<file path="src/dmo_pkg.sv">
// Shared constants for the dual converter multiplexed output block
package dmo_pkg;

  localparam int unsigned SAMPLE_W       = 10;
  localparam int unsigned PIPE_STAGES    = 9;
  localparam int unsigned LATENCY_CYCLES = 5;
  localparam int unsigned ADDR_W         = 8;

  localparam logic [ADDR_W-1:0] CTRL_OFFSET   = 8'h00;
  localparam logic [ADDR_W-1:0] STATUS_OFFSET = 8'h04;

  localparam int unsigned CTRL_FMT_TWOS_BIT  = 0;
  localparam int unsigned CTRL_SLEEP_BIT     = 1;
  localparam int unsigned CTRL_POWER_DOWN_BIT = 2;
  localparam int unsigned CTRL_OUT_DIS_N_BIT = 3;

  localparam int unsigned STAT_CHAN_IND_BIT  = 0;
  localparam int unsigned STAT_PRIMED_BIT    = 1;
  localparam int unsigned STAT_RUNNING_BIT   = 2;
  localparam int unsigned STAT_BUS_EN_BIT    = 3;

  localparam logic        CTRL_FMT_TWOS_RST  = 1'b0;
  localparam logic        CTRL_SLEEP_RST     = 1'b0;
  localparam logic        CTRL_POWER_DOWN_RST = 1'b0;
  localparam logic        CTRL_OUT_DIS_N_RST = 1'b1;

  localparam logic [1:0]  HTRANS_NONSEQ = 2'h2;

endpackage

</file>
<file path="src/dmo_ctrl_if.sv">
// Control and status signals between register slave and converter core
`timescale 1ns/1ps
interface dmo_ctrl_if;
  logic fmt_twos;
  logic sleep;
  logic power_down_input;
  logic out_dis_n;
  logic chan_ind;
  logic primed;
  logic running;
  logic bus_en;

  modport reg_side (
    output fmt_twos,
    output sleep,
    output power_down_input,
    output out_dis_n,
    input  chan_ind,
    input  primed,
    input  running,
    input  bus_en
  );

  modport core_side (
    input  fmt_twos,
    input  sleep,
    input  power_down_input,
    input  out_dis_n,
    output chan_ind,
    output primed,
    output running,
    output bus_en
  );
endinterface

</file>
<file path="src/dmo_ahb_regs.sv">
// AHB-Lite register slave holding the static converter controls
`timescale 1ns/1ps
module dmo_ahb_regs
  import dmo_pkg::*;
(
  input  wire logic              clk,
  input  wire logic              rst_n,
  input  wire logic              hsel,
  input  wire logic [ADDR_W-1:0] haddr,
  input  wire logic [1:0]        htrans,
  input  wire logic              hwrite,
  input  wire logic [2:0]        hsize,
  input  wire logic [31:0]       hwdata,
  input  wire logic              hready,
  output logic [31:0]            hrdata_q,
  output logic                   hreadyout_q,
  output logic                   hresp_q,
  dmo_ctrl_if.reg_side           ctrl
);

  logic              wr_pend_q;
  logic [ADDR_W-1:0] wr_addr_q;
  logic              addr_ok;
  logic [31:0]       rd_word;

  assign addr_ok = hsel && hready && (htrans == HTRANS_NONSEQ) && (hsize == 3'h2);

  always_comb begin
    rd_word = 32'h0000_0000;
    if (haddr == CTRL_OFFSET) begin
      rd_word[CTRL_FMT_TWOS_BIT]   = ctrl.fmt_twos;
      rd_word[CTRL_SLEEP_BIT]      = ctrl.sleep;
      rd_word[CTRL_POWER_DOWN_BIT] = ctrl.power_down_input;
      rd_word[CTRL_OUT_DIS_N_BIT]  = ctrl.out_dis_n;
    end else if (haddr == STATUS_OFFSET) begin
      rd_word[STAT_CHAN_IND_BIT] = ctrl.chan_ind;
      rd_word[STAT_PRIMED_BIT]   = ctrl.primed;
      rd_word[STAT_RUNNING_BIT]  = ctrl.running;
      rd_word[STAT_BUS_EN_BIT]   = ctrl.bus_en;
    end
  end

  // Read data captured at address phase, presented in data phase
  always_ff @(posedge clk or negedge rst_n) begin
    if (!rst_n) begin
      hrdata_q <= 32'h0000_0000;
    end else if (addr_ok && !hwrite) begin
      hrdata_q <= rd_word;
    end
  end

  always_ff @(posedge clk or negedge rst_n) begin
    if (!rst_n) begin
      wr_pend_q <= 1'b0;
      wr_addr_q <= '0;
    end else begin
      wr_pend_q <= addr_ok && hwrite;
      wr_addr_q <= haddr;
    end
  end

  always_ff @(posedge clk or negedge rst_n) begin
    if (!rst_n) begin
      ctrl.fmt_twos         <= CTRL_FMT_TWOS_RST;
      ctrl.sleep            <= CTRL_SLEEP_RST;
      ctrl.power_down_input <= CTRL_POWER_DOWN_RST;
      ctrl.out_dis_n        <= CTRL_OUT_DIS_N_RST;
    end else if (wr_pend_q && wr_addr_q == CTRL_OFFSET) begin
      ctrl.fmt_twos         <= hwdata[CTRL_FMT_TWOS_BIT];
      ctrl.sleep            <= hwdata[CTRL_SLEEP_BIT];
      ctrl.power_down_input <= hwdata[CTRL_POWER_DOWN_BIT];
      ctrl.out_dis_n        <= hwdata[CTRL_OUT_DIS_N_BIT];
    end
  end

  // Zero wait states, always OKAY
  always_ff @(posedge clk or negedge rst_n) begin
    if (!rst_n) begin
      hreadyout_q <= 1'b1;
      hresp_q     <= 1'b0;
    end else begin
      hreadyout_q <= 1'b1;
      hresp_q     <= 1'b0;
    end
  end

endmodule

</file>
<file path="src/dmo_core.sv">
// Dual converter sample pipeline with multiplexed three-state output
`timescale 1ns/1ps
module dmo_core
  import dmo_pkg::*;
#(
  parameter int unsigned STAGES = PIPE_STAGES
) (
  input  wire logic                clk,
  input  wire logic                reset_n,
  input  wire logic                conv_clk,
  input  wire logic [SAMPLE_W-1:0] first_channel,
  input  wire logic [SAMPLE_W-1:0] second_channel,
  input  wire logic                hsel,
  input  wire logic [ADDR_W-1:0]   haddr,
  input  wire logic [1:0]          htrans,
  input  wire logic                hwrite,
  input  wire logic [2:0]          hsize,
  input  wire logic [31:0]         hwdata,
  input  wire logic                hready,
  output logic [31:0]              hrdata,
  output logic                     hreadyout,
  output logic                     hresp,
  output logic [SAMPLE_W-1:0]      shared_sample_bus_o,
  output logic                     shared_sample_bus_oe,
  output logic                     chan_ind
);

  localparam int unsigned DEPTH = STAGES + 1;
  localparam int unsigned MSB   = SAMPLE_W - 1;

  //////////////////////////////////////////////////////////////////////////////

  logic rst_sync1_q;
  logic rst_n;

  // Reset release through two flops
  always_ff @(posedge clk or negedge reset_n) begin
    if (!reset_n) begin
      rst_sync1_q <= 1'b0;
      rst_n       <= 1'b0;
    end else begin
      rst_sync1_q <= 1'b1;
      rst_n       <= rst_sync1_q;
    end
  end

  //////////////////////////////////////////////////////////////////////////////

  dmo_ctrl_if ctrl ();

  logic [31:0] hrdata_w;
  logic        hreadyout_w;
  logic        hresp_w;

  dmo_ahb_regs u_regs (
    .clk         (clk),
    .rst_n       (rst_n),
    .hsel        (hsel),
    .haddr       (haddr),
    .htrans      (htrans),
    .hwrite      (hwrite),
    .hsize       (hsize),
    .hwdata      (hwdata),
    .hready      (hready),
    .hrdata_q    (hrdata_w),
    .hreadyout_q (hreadyout_w),
    .hresp_q     (hresp_w),
    .ctrl        (ctrl.reg_side)
  );

  assign hrdata    = hrdata_w;
  assign hreadyout = hreadyout_w;
  assign hresp     = hresp_w;

  //////////////////////////////////////////////////////////////////////////////

  logic cclk_q;
  logic rise;
  logic fall;
  logic halted;
  logic running;

  always_ff @(posedge clk or negedge rst_n) begin
    if (!rst_n) begin
      cclk_q <= 1'b0;
    end else begin
      cclk_q <= conv_clk;
    end
  end

  assign rise    = conv_clk && !cclk_q;
  assign fall    = !conv_clk && cclk_q;
  assign halted  = ctrl.power_down_input;
  assign running = !ctrl.sleep && !ctrl.power_down_input;

  //////////////////////////////////////////////////////////////////////////////

  logic [SAMPLE_W-1:0] pipe_a_q [DEPTH];
  logic [SAMPLE_W-1:0] pipe_b_q [DEPTH];
  logic [DEPTH-1:0]    pipe_v_q;
  logic [SAMPLE_W-1:0] hold_b_q;
  logic                hold_bv_q;

  // Entry 0 is the track-and-hold, then one stage per half cycle
  always_ff @(posedge clk or negedge rst_n) begin
    if (!rst_n) begin
      pipe_v_q <= '0;
      for (int i = 0; i < DEPTH; i++) begin
        pipe_a_q[i] <= '0;
        pipe_b_q[i] <= '0;
      end
    end else if (!running) begin
      pipe_v_q <= '0;
    end else if (rise || fall) begin
      pipe_a_q[0] <= first_channel;
      pipe_b_q[0] <= second_channel;
      pipe_v_q[0] <= rise;
      for (int i = 1; i < DEPTH; i++) begin
        pipe_a_q[i] <= pipe_a_q[i-1];
        pipe_b_q[i] <= pipe_b_q[i-1];
        pipe_v_q[i] <= pipe_v_q[i-1];
      end
    end
  end

  function automatic logic [SAMPLE_W-1:0] fmt(input logic [SAMPLE_W-1:0] raw,
                                              input logic twos);
    logic [SAMPLE_W-1:0] w;
    w      = raw;
    w[MSB] = raw[MSB] ^ twos;
    return w;
  endfunction

  //////////////////////////////////////////////////////////////////////////////

  logic [SAMPLE_W-1:0] bus_q;
  logic                oe_q;
  logic                ind_q;
  logic                primed_q;

  // Output latch: first channel on rise, second channel half a cycle later
  always_ff @(posedge clk or negedge rst_n) begin
    if (!rst_n) begin
      bus_q     <= '0;
      hold_b_q  <= '0;
      hold_bv_q <= 1'b0;
    end else if (halted) begin
      bus_q     <= bus_q;
      hold_bv_q <= 1'b0;
    end else if (!running) begin
      hold_bv_q <= 1'b0;
    end else if (rise && pipe_v_q[STAGES]) begin
      bus_q     <= fmt(pipe_a_q[STAGES], ctrl.fmt_twos);
      hold_b_q  <= pipe_b_q[STAGES];
      hold_bv_q <= 1'b1;
    end else if (fall && hold_bv_q) begin
      bus_q     <= fmt(hold_b_q, ctrl.fmt_twos);
      hold_bv_q <= 1'b0;
    end
  end

  always_ff @(posedge clk or negedge rst_n) begin
    if (!rst_n) begin
      oe_q <= 1'b0;
    end else begin
      oe_q <= !ctrl.out_dis_n;
    end
  end

  // Indicator frozen with the data during power-down
  always_ff @(posedge clk or negedge rst_n) begin
    if (!rst_n) begin
      ind_q <= 1'b0;
    end else if (!halted && rise) begin
      ind_q <= 1'b1;
    end else if (!halted && fall) begin
      ind_q <= 1'b0;
    end
  end

  always_ff @(posedge clk or negedge rst_n) begin
    if (!rst_n) begin
      primed_q <= 1'b0;
    end else if (!running) begin
      primed_q <= 1'b0;
    end else if (rise && pipe_v_q[STAGES]) begin
      primed_q <= 1'b1;
    end
  end

  assign shared_sample_bus_o  = bus_q;
  assign shared_sample_bus_oe = oe_q;
  assign chan_ind             = ind_q;

  assign ctrl.chan_ind = ind_q;
  assign ctrl.primed   = primed_q;
  assign ctrl.running  = running;
  assign ctrl.bus_en   = oe_q;

  //////////////////////////////////////////////////////////////////////////////

  logic [3:0] rise_cnt_q;

  // Counts rising edges since the pipeline was last flushed
  always_ff @(posedge clk or negedge rst_n) begin
    if (!rst_n) begin
      rise_cnt_q <= '0;
    end else if (!running) begin
      rise_cnt_q <= '0;
    end else if (rise && rise_cnt_q != 4'hF) begin
      rise_cnt_q <= rise_cnt_q + 4'h1;
    end
  end

  a_ind_rise: assert property (@(posedge clk) disable iff (!rst_n)
    (rise && !halted) |=> chan_ind)
    else $error("indicator not high after converter clock rise");

  a_ind_fall: assert property (@(posedge clk) disable iff (!rst_n)
    (fall && !halted) |=> !chan_ind)
    else $error("indicator not low after converter clock fall");

  a_oe_follow: assert property (@(posedge clk) disable iff (!rst_n)
    ##1 (shared_sample_bus_oe == !$past(ctrl.out_dis_n)))
    else $error("bus enable does not follow output enable");

  a_chan_a_data: assert property (@(posedge clk) disable iff (!rst_n)
    (rise && running && pipe_v_q[STAGES])
      |=> shared_sample_bus_o[MSB-1:0] == $past(pipe_a_q[STAGES][MSB-1:0]))
    else $error("first channel word not presented on rise");

  a_chan_b_data: assert property (@(posedge clk) disable iff (!rst_n)
    (fall && running && hold_bv_q)
      |=> shared_sample_bus_o[MSB-1:0] == $past(hold_b_q[MSB-1:0]))
    else $error("second channel word not presented on fall");

  a_msb_code: assert property (@(posedge clk) disable iff (!rst_n)
    (rise && running && pipe_v_q[STAGES])
      |=> shared_sample_bus_o[MSB] == ($past(pipe_a_q[STAGES][MSB]) ^ $past(ctrl.fmt_twos)))
    else $error("output coding msb wrong");

  a_pd_hold: assert property (@(posedge clk) disable iff (!rst_n)
    (halted && $past(halted)) |-> ($stable(shared_sample_bus_o) && $stable(chan_ind)))
    else $error("outputs changed during power-down");

  a_sleep_flush: assert property (@(posedge clk) disable iff (!rst_n)
    ctrl.sleep |=> (pipe_v_q == '0 && !primed_q))
    else $error("pipeline still valid in sleep");

  a_latency: assert property (@(posedge clk) disable iff (!rst_n)
    (rise && running && pipe_v_q[STAGES]) |-> rise_cnt_q >= 4'(LATENCY_CYCLES))
    else $error("first word earlier than five converter cycles");

  a_sample_take: assert property (@(posedge clk) disable iff (!rst_n)
    (rise && running) |=> (pipe_v_q[0] && pipe_a_q[0] == $past(first_channel)
                           && pipe_b_q[0] == $past(second_channel)))
    else $error("channels not sampled together on rise");

  //////////////////////////////////////////////////////////////////////////////

  // Mode and phase invariants of the pipeline and output stage
  a_pd_flush: assert property (@(posedge clk) disable iff (!rst_n)
    halted
      |=> (pipe_v_q == '0))
    else $error("pipeline still valid in power-down");

  a_b_ind: assert property (@(posedge clk) disable iff (!rst_n)
    (fall && running && hold_bv_q)
      |=> !chan_ind)
    else $error("indicator high with second channel word");

  a_a_ind: assert property (@(posedge clk) disable iff (!rst_n)
    (rise && running && pipe_v_q[STAGES])
      |=> chan_ind)
    else $error("indicator low with first channel word");

  a_bus_quiet: assert property (@(posedge clk) disable iff (!rst_n)
    (!rise && !fall)
      |=> $stable(shared_sample_bus_o))
    else $error("bus changed away from a converter clock edge");

  a_ind_quiet: assert property (@(posedge clk) disable iff (!rst_n)
    (!rise && !fall)
      |=> $stable(chan_ind))
    else $error("indicator changed away from a converter clock edge");

  a_pipe_flow: assert property (@(posedge clk) disable iff (!rst_n)
    ((rise || fall) && running)
      |=> (pipe_v_q[STAGES] == $past(pipe_v_q[STAGES-1])))
    else $error("pipeline did not advance one stage");

  a_fall_empty: assert property (@(posedge clk) disable iff (!rst_n)
    (fall && running)
      |=> !pipe_v_q[0])
    else $error("sample taken on a falling edge");

  a_hold_b: assert property (@(posedge clk) disable iff (!rst_n)
    (rise && running && pipe_v_q[STAGES])
      |=> (hold_bv_q && hold_b_q == $past(pipe_b_q[STAGES])))
    else $error("second channel word not held for the fall");

  a_pd_float: assert property (@(posedge clk) disable iff (!rst_n)
    (halted && ctrl.out_dis_n)
      |=> !shared_sample_bus_oe)
    else $error("bus still driven with output disabled in power-down");

  a_sleep_still: assert property (@(posedge clk) disable iff (!rst_n)
    (ctrl.sleep && !halted)
      |=> $stable(shared_sample_bus_o))
    else $error("bus changed during sleep");

  a_primed_rise: assert property (@(posedge clk) disable iff (!rst_n)
    $rose(primed_q)
      |-> $past(rise && pipe_v_q[STAGES]))
    else $error("primed set without a first channel word");

  a_idle_hold: assert property (@(posedge clk) disable iff (!rst_n)
    (!rise && !fall && running)
      |=> (pipe_v_q == $past(pipe_v_q)))
    else $error("pipeline moved without a converter clock edge");

  a_pd_ind: assert property (@(posedge clk) disable iff (!rst_n)
    (halted && (rise || fall))
      |=> $stable(chan_ind))
    else $error("indicator toggled in power-down");

  a_sleep_hold: assert property (@(posedge clk) disable iff (!rst_n)
    ctrl.sleep
      |=> !hold_bv_q)
    else $error("second channel word pending in sleep");

endmodule

</file>
<file path="config.mk">
export PLATFORM = sky130hd
export DESIGN_NAME = dmo_core
export DESIGN_NICKNAME = d
export VERILOG_FILES = /design/src/dmo_pkg.sv /design/src/dmo_ctrl_if.sv /design/src/dmo_ahb_regs.sv /design/src/dmo_core.sv
export SDC_FILE = /design/constraint.sdc
export NUM_CORES = 1
export LEC_CHECK = 0
export ABC_AREA = 1
export BUFFER_PORTS_ARGS = -buffer_cell sky130_fd_sc_hd__buf_2
export CAP_MARGIN = 30
export CORE_ASPECT_RATIO = 0.9
export CORE_MARGIN = 4
export CORE_UTILIZATION = 52
export CTS_CLUSTER_DIAMETER = 60
export DETAILED_ROUTE_END_ITERATION = 8
export GPL_TIMING_DRIVEN = 0
export PLACE_DENSITY_LB_ADDON = 0.08
export SLEW_MARGIN = 20
export SYNTH_ARGS = -nofsm -noshare
export SYNTH_HDL_FRONTEND = slang
export SYNTH_HIERARCHICAL = 1
export SYNTH_SLANG_ARGS = --single-unit
</file>
<file path="constraint.sdc">
create_clock -name clk -period 7 [get_ports clk]
set_input_delay 1.4 -clock clk [delete_from_list [all_inputs] [get_ports clk]]
set_output_delay 1.4 -clock clk [all_outputs]
set_load 0.01 [all_outputs]
</file>
==> results of run 1 <==
-- synthesized netlist by cell type, types with 2 or more instances --
cell type	count	area, um^2
nor2_2	3	18.8
o22ai_1	9	56.3
inv_1	134	503
o21ai_0	66	330
nor2_1	109	409
nand2_1	202	758
buf_4	37	278
conb_1	3	11.3
buf_2	20	100
ha_1	2	25.0
dfrtp_1	253	6330
o21ai_1	47	235
buf_6	17	191
a21oi_1	102	510
clkbuf_1	6	22.5
nand3_1	18	90.1
nand2_2	5	31.3
-- cell type report --
type                    count  area, um^2
plain buffers              80         592
clock buffers              37         721
clock inverters             9         124
fillers                  1632        6930
inverters                 136         512
multi-input cells         601        2670
flip-flops and latches    254        6360
well taps                 245         307
repair buffers             63         420
-- logic make-up (layout without fill, tap and decap cells) --
| group | count (synthesis) | in the layout | share of synthesized area, % |
|---|---|---|---|
| AOI/OAI and AO/OA | 224 | 224 | 11.3 |
| other | 3 | 31 | 0.112 |
| DFF | 254 | 254 | 63.4 |
| and+or+nand+nor | 344 | 344 | 13.9 |
| adders and majority gates | 2 | 2 | 0.249 |
| buffers and inverters | 216 | 325 | 11.0 |
-- final timing paths --
| check | from | end | cells after the start | slack (ns) |
|---|---|---|---|---|
| max | chan_ind | chan_ind | 1 | 4.55 |
| min | rst_n | pipe_b_q[49] | 0 | 0.31 |
| max reg2reg | cclk_q | pipe_b_q[3] | 7 | 5.24 |
| min reg2reg | rst_n | pipe_b_q[49] | 0 | 0.31 |
| max in group asynchronous | rst_n | pipe_b_q[6] | 3 | 5.57 |
| min in group clk | rst_sync1_q | rst_n | 0 | 0.36 |
-- state kept, by name, summed over array words and instances (netlist names) --
signal	flops
shared_sample_bus_oe	1
u_regs/wr_pend_q	1
hold_b_q	10
rst_n	1
hold_bv_q	1
rst_sync1_q	1
u_regs/ctrl.fmt_twos	1
pipe_v_q	10
ctrl.primed	1
chan_ind	1
u_regs/ctrl.power_down_input	1
shared_sample_bus_o	10
pipe_b_q	100
u_regs/wr_addr_q	8
u_regs/ctrl.sleep	1
u_regs/ctrl.out_dis_n	1
u_regs/hrdata_q	4
cclk_q	1
pipe_a_q	100
-- report_power, final --
group	internal [mW]	total, mW	switching [mW]
combinational	0.0294	0.0747	0.0454
sequential	1.47	1.48	0.00523
clock	0.823	1.37	0.545
-- metal layers --
metal	vias up	global-route usage, %	part of all wire, %
li1	3434	-	-
met4	0	3.95	1.9
met1	3211	26.7	48
met2	123	28.6	46
met3	29	2.86	4.8
met5	-	0	0
-- layout by cell type (no fill, tap or decap) --
master,count
dfrtp_1,252
nand2_1,202
inv_1,134
nor2_1,109
a21oi_1,102
buf_2,78
o21ai_0,66
o21ai_1,47
buf_4,37
conb_1,31
clkbuf_16,25
nand3_1,18
buf_6,17
clkbuf_1,13
o22ai_1,9
clkinv_2,6
nand2_2,5
clkbuf_8,5
buf_16,4
bufinv_16,3
nor2_2,3
ha_1,2
nor2_8,1
nand2_8,1
inv_2,1
inv_6,1
buf_12,1
dfrtp_4,1
nor3_4,1
nor3b_2,1
nand3_2,1
and2_1,1
nand4_1,1
dfstp_2,1
==> out/metrics.yaml, run 1 <==
portBuffers: 58
tns_ns: 0
slowest_stage: "dfrtp_1"
ctsHtreeMaxLevel: 1
path_clk_slew_ns: 0.06
io_pins: 117
placedCellCount: 1379
synth_area_per_cell_um2: 9.61
yosysUniqueCellTypes: 27
setup_violations: 0
timing.fmax_ghz: 0.409
syn_inst: 1043
wirelength_mm: 18.8
avgRoutedWirePerCell_um: 13.2
synth_edf_count: 0
worstPathRequired_ns: 5.60
grt.total_usage_pct: 18.0
layout_min_cycle_time_ns: 2.45
gp_congestion: 0.739
path_max_fanout: 3
nets: 1234
grt_max_degree: 51
cts_tree: "done"
final_util_pct: 62.8
worst_slew_pin_slew_ns: 0.510
ys_seq_area_share_pct: 63.4
drt_iter0_drc: 325
place_ws_ns: 4.05
period_share_pct: 34.9
hold_buffers: 0
synth-async-reset-ratio_pct: 100
layout-drive-gt1-share_pct: 16.4
overflow: 0
syn_area_um2: 10000
die_h_um: 140
slew_headroom_pct: 66.0
grt_pass1_vias: 6611
cts_setup_buffers: 0
hold_class: "flop to asynchronous set/reset pin"
synth_top_flop_cell: "dfrtp_1"
final_cells: 1425
first_pass_iters: 4
ys_warn_count: 6
fp.dieW_um: 154
areaGrowthSynthToFinish_pct: 16.8
slowest_delay_ns: 0.39
slew_viol_final: 0
cts_resized: 0
whs_ns: 0.307
setup_ws_ns: 4.55
ir_drop_v: 0.000169
critical-path-top-delay-family: "flip-flops"
status: "complete, no violations"
arrival_ns: 1.05
cts-root-buf: "clkbuf_16"
vias: 6797
start_util_pct: 53.8
path_buf_inv: 1
grt_pass1_wl_mm: 32.8
dieArea_um2: 21600
worst-setup-path-type: "flop to output port"
fin_area_um2: 11700
power_mw: 2.92
place_area_um2: 10900
ys_ff_latch: 254
clockBufferDepth: 3
grt_antenna_before_repair: 0
row_count: 47
path_cells: "buf_2"
cp-start-kind: "flop"
insertion_delay_ns: 0.52
antenna-diode-count: 0
hpwlAfterDp_mm: 12.9
p_leak_nw: 6.45
fp.coreArea_um2: 18600
hold_violations: 0
skew_ns: 0.0153
via_per_inst: 4.77
cts_num_sinks: 254
cts_inserted_buffers: 25
ant_nets: 0
crit_path_end_kind: "output port"
maxCapViolations: 0
rsz0062_at_grt: "no"
powerDensity_nw_per_um2: 249
drcViolationCount: 0
No activity file was read; power rests on OpenSTA's default activity.
==> inputs of run 2 (changes only) <==
==> constraint.sdc (replaced) <==
create_clock -name clk -period 2.1 [get_ports clk]
set_input_delay 0.42 -clock clk [delete_from_list [all_inputs] [get_ports clk]]
set_output_delay 0.42 -clock clk [all_outputs]
set_load 0.01 [all_outputs]
==> run 2 against run 1 <==
  * Power rose to 3.3 times the previous value
  * Largest cell class unchanged
  * Register-to-register slack got worse by 5.0 ns
  * Highest routed layer unchanged
  * Wire length rose by 1.4%
  * Sequential power increased to 3.3 times the previous value
  * Via count about the same
  * Setup slack worse by 4.3 ns
  * Sequential cell count did not move
  * Non-clock buffer count grew 1
==> out/metrics.yaml, run 2 (same netlist as run 1, synthesis figures left out) <==
layout-drive-gt1-share_pct: 16.0  # -0.35 points
tns_ns: 0  # unchanged
slowest_delay_ns: 0.40  # about the same
overflow: 0  # unchanged
cts-root-buf: "clkbuf_16"
worst-setup-path-type: "flop to flop"
path_cells: "ha_1, inv_1, nand2_8, clkbuf_1, o21ai_0"
timing.fmax_ghz: 0.544
crit_path_end_kind: "flop"
worstPathRequired_ns: 2.47  # -3.13 ns
cts_resized: 0  # unchanged
dieArea_um2: 21600  # unchanged
critical-path-top-delay-family: "buffers and inverters"
skew_ns: 0.00996  # -0.00538 ns
place_ws_ns: 0.0630  # -3.99 ns
io_pins: 117  # unchanged
hold_violations: 0  # unchanged
path_clk_slew_ns: 0.06  # about the same
p_leak_nw: 6.43  # -0.32%
mostFrequentLayoutCells: "dfrtp_1 (252), nand2_1 (202), inv_1 (134), nor2_1 (109), a21oi_1 (102)"
die_h_um: 140  # unchanged
insertion_delay_ns: 0.51  # about the same
setup_violations: 0  # unchanged
fp.coreArea_um2: 18600  # unchanged
avgRoutedWirePerCell_um: 13.4  # +1.4%
rsz0062_at_grt: "no"
path_buf_inv: 2  # +1
slowest_stage: "ha_1"
nets: 1236  # +0.16%
first_pass_iters: 4  # unchanged
ir_drop_v: 0.000591  # +250%
gp_congestion: 0.764  # +3.4%
portBuffers: 58  # unchanged
reg.largest.list: "pipe_a_q: 100 flops, pipe_b_q: 100 flops"
whs_ns: 0.0315  # -0.276 ns
period_share_pct: 87.5
path_max_fanout: 10  # +7
row_count: 47  # unchanged
via_per_inst: 4.76  # -0.13%
grt_antenna_before_repair: 0  # unchanged
maxCapViolations: 0  # unchanged
drcViolationCount: 0  # unchanged
areaGrowthSynthToFinish_pct: 16.4
clockBufferDepth: 3  # unchanged
power_mw: 9.55  # +230%
cts_num_sinks: 254  # unchanged
setup_ws_ns: 0.262  # -4.29 ns
fp.dieW_um: 154  # unchanged
arrival_ns: 2.21  # +1.16 ns
drt_iter0_drc: 387  # +19%
start_util_pct: 53.8  # unchanged
ctsHtreeMaxLevel: 1  # unchanged
powerDensity_nw_per_um2: 818  # +230%
cts_tree: "done"
final_cells: 1426  # +0.070%
fin_area_um2: 11700  # -0.29%
layout_min_cycle_time_ns: 1.84
antenna-diode-count: 0  # unchanged
final_util_pct: 62.6  # -0.18 points
hpwlAfterDp_mm: 13.1  # +1.4%
grt.total_usage_pct: 18.2  # +0.17 points
fillers: 1628  # -0.25%
cts_inserted_buffers: 26  # +4.0%
status: "complete, no violations"
grt_max_degree: 59  # +16%
wirelength_mm: 19.0  # +1.4%
grt_pass1_vias: 6632  # +0.32%
place_area_um2: 10900  # about the same
cp-start-kind: "flop"
hold_class: "input port to flop"
placedCellCount: 1379  # unchanged
final_common_cell: "dfrtp_1"
ant_nets: 0  # unchanged
vias: 6793  # -0.059%
slew_viol_final: 0  # unchanged
grt_pass1_wl_mm: 32.9  # +0.38%
## run 2: cell count changes in the layout (fill, tap and decap cells not counted), sizes merged
cell / before / now
clkbuf: 43 / 47
bufinv: 3 / 1
clkinv: 6 / 5
dlygate4sd3: 0 / 1
inv: 136 / 135
## run 2: routing by layer
layer,up-vias,share of wire [%],global-route usage (%)
li1,3439,-,-
met1,3187,46,26.8
met2,136,46,28.8
met3,31,5.8,2.95
met4,0,2.2,4.23
met5,-,0,0
## run 2: worst paths after layout
kind | startpoint | endpoint | slack [ns] | cells past startpoint
max in group asynchronous | rst_n | u_regs/ctrl.out_dis_n | 0.62 | 3
min | haddr[4] | u_regs/wr_addr_q[4] | 0.03 | 1
max reg2reg | cclk_q | pipe_a_q[65] | 0.26 | 5
max | cclk_q | pipe_a_q[65] | 0.26 | 5
min reg2reg | rst_n | pipe_b_q[49] | 0.24 | 0
min in group asynchronous | reset_n | rst_n | 0.22 | 2
## run 2: layout make-up
class,count,area [um^2],area share [%]
buffer,80,592,5.07
clock buffer,41,758,6.49
clock inverter,5,50.0,0.429
inverter,136,512,4.38
multi-input combinational,601,2670,22.9
sequential,254,6360,54.5
tap,245,307,2.63
timing repair buffer,64,423,3.62
## run 2: worst register-to-register path, cell delays in order, from the launching register on
cell      delay [ns]
dfrtp_1         0.38
ha_1            0.40
inv_1           0.19
nand2_8         0.15
clkbuf_1        0.40
o21ai_0         0.18
## run 2: repair_timing
| item | in CTS | in global routing |
|---|---|---|
| endpoints found under the hold margin | 2 | 0 |
| buffers inserted | 0 | 0 |
| hold buffers | 1 | 0 |
## run 2: power by group
part / internal (mW) / total, mW / switching (mW)
Clock: 2.58 / 4.37 / 1.79
Combinational: 0.0977 / 0.254 / 0.156
Sequential: 4.91 / 4.92 / 0.0133
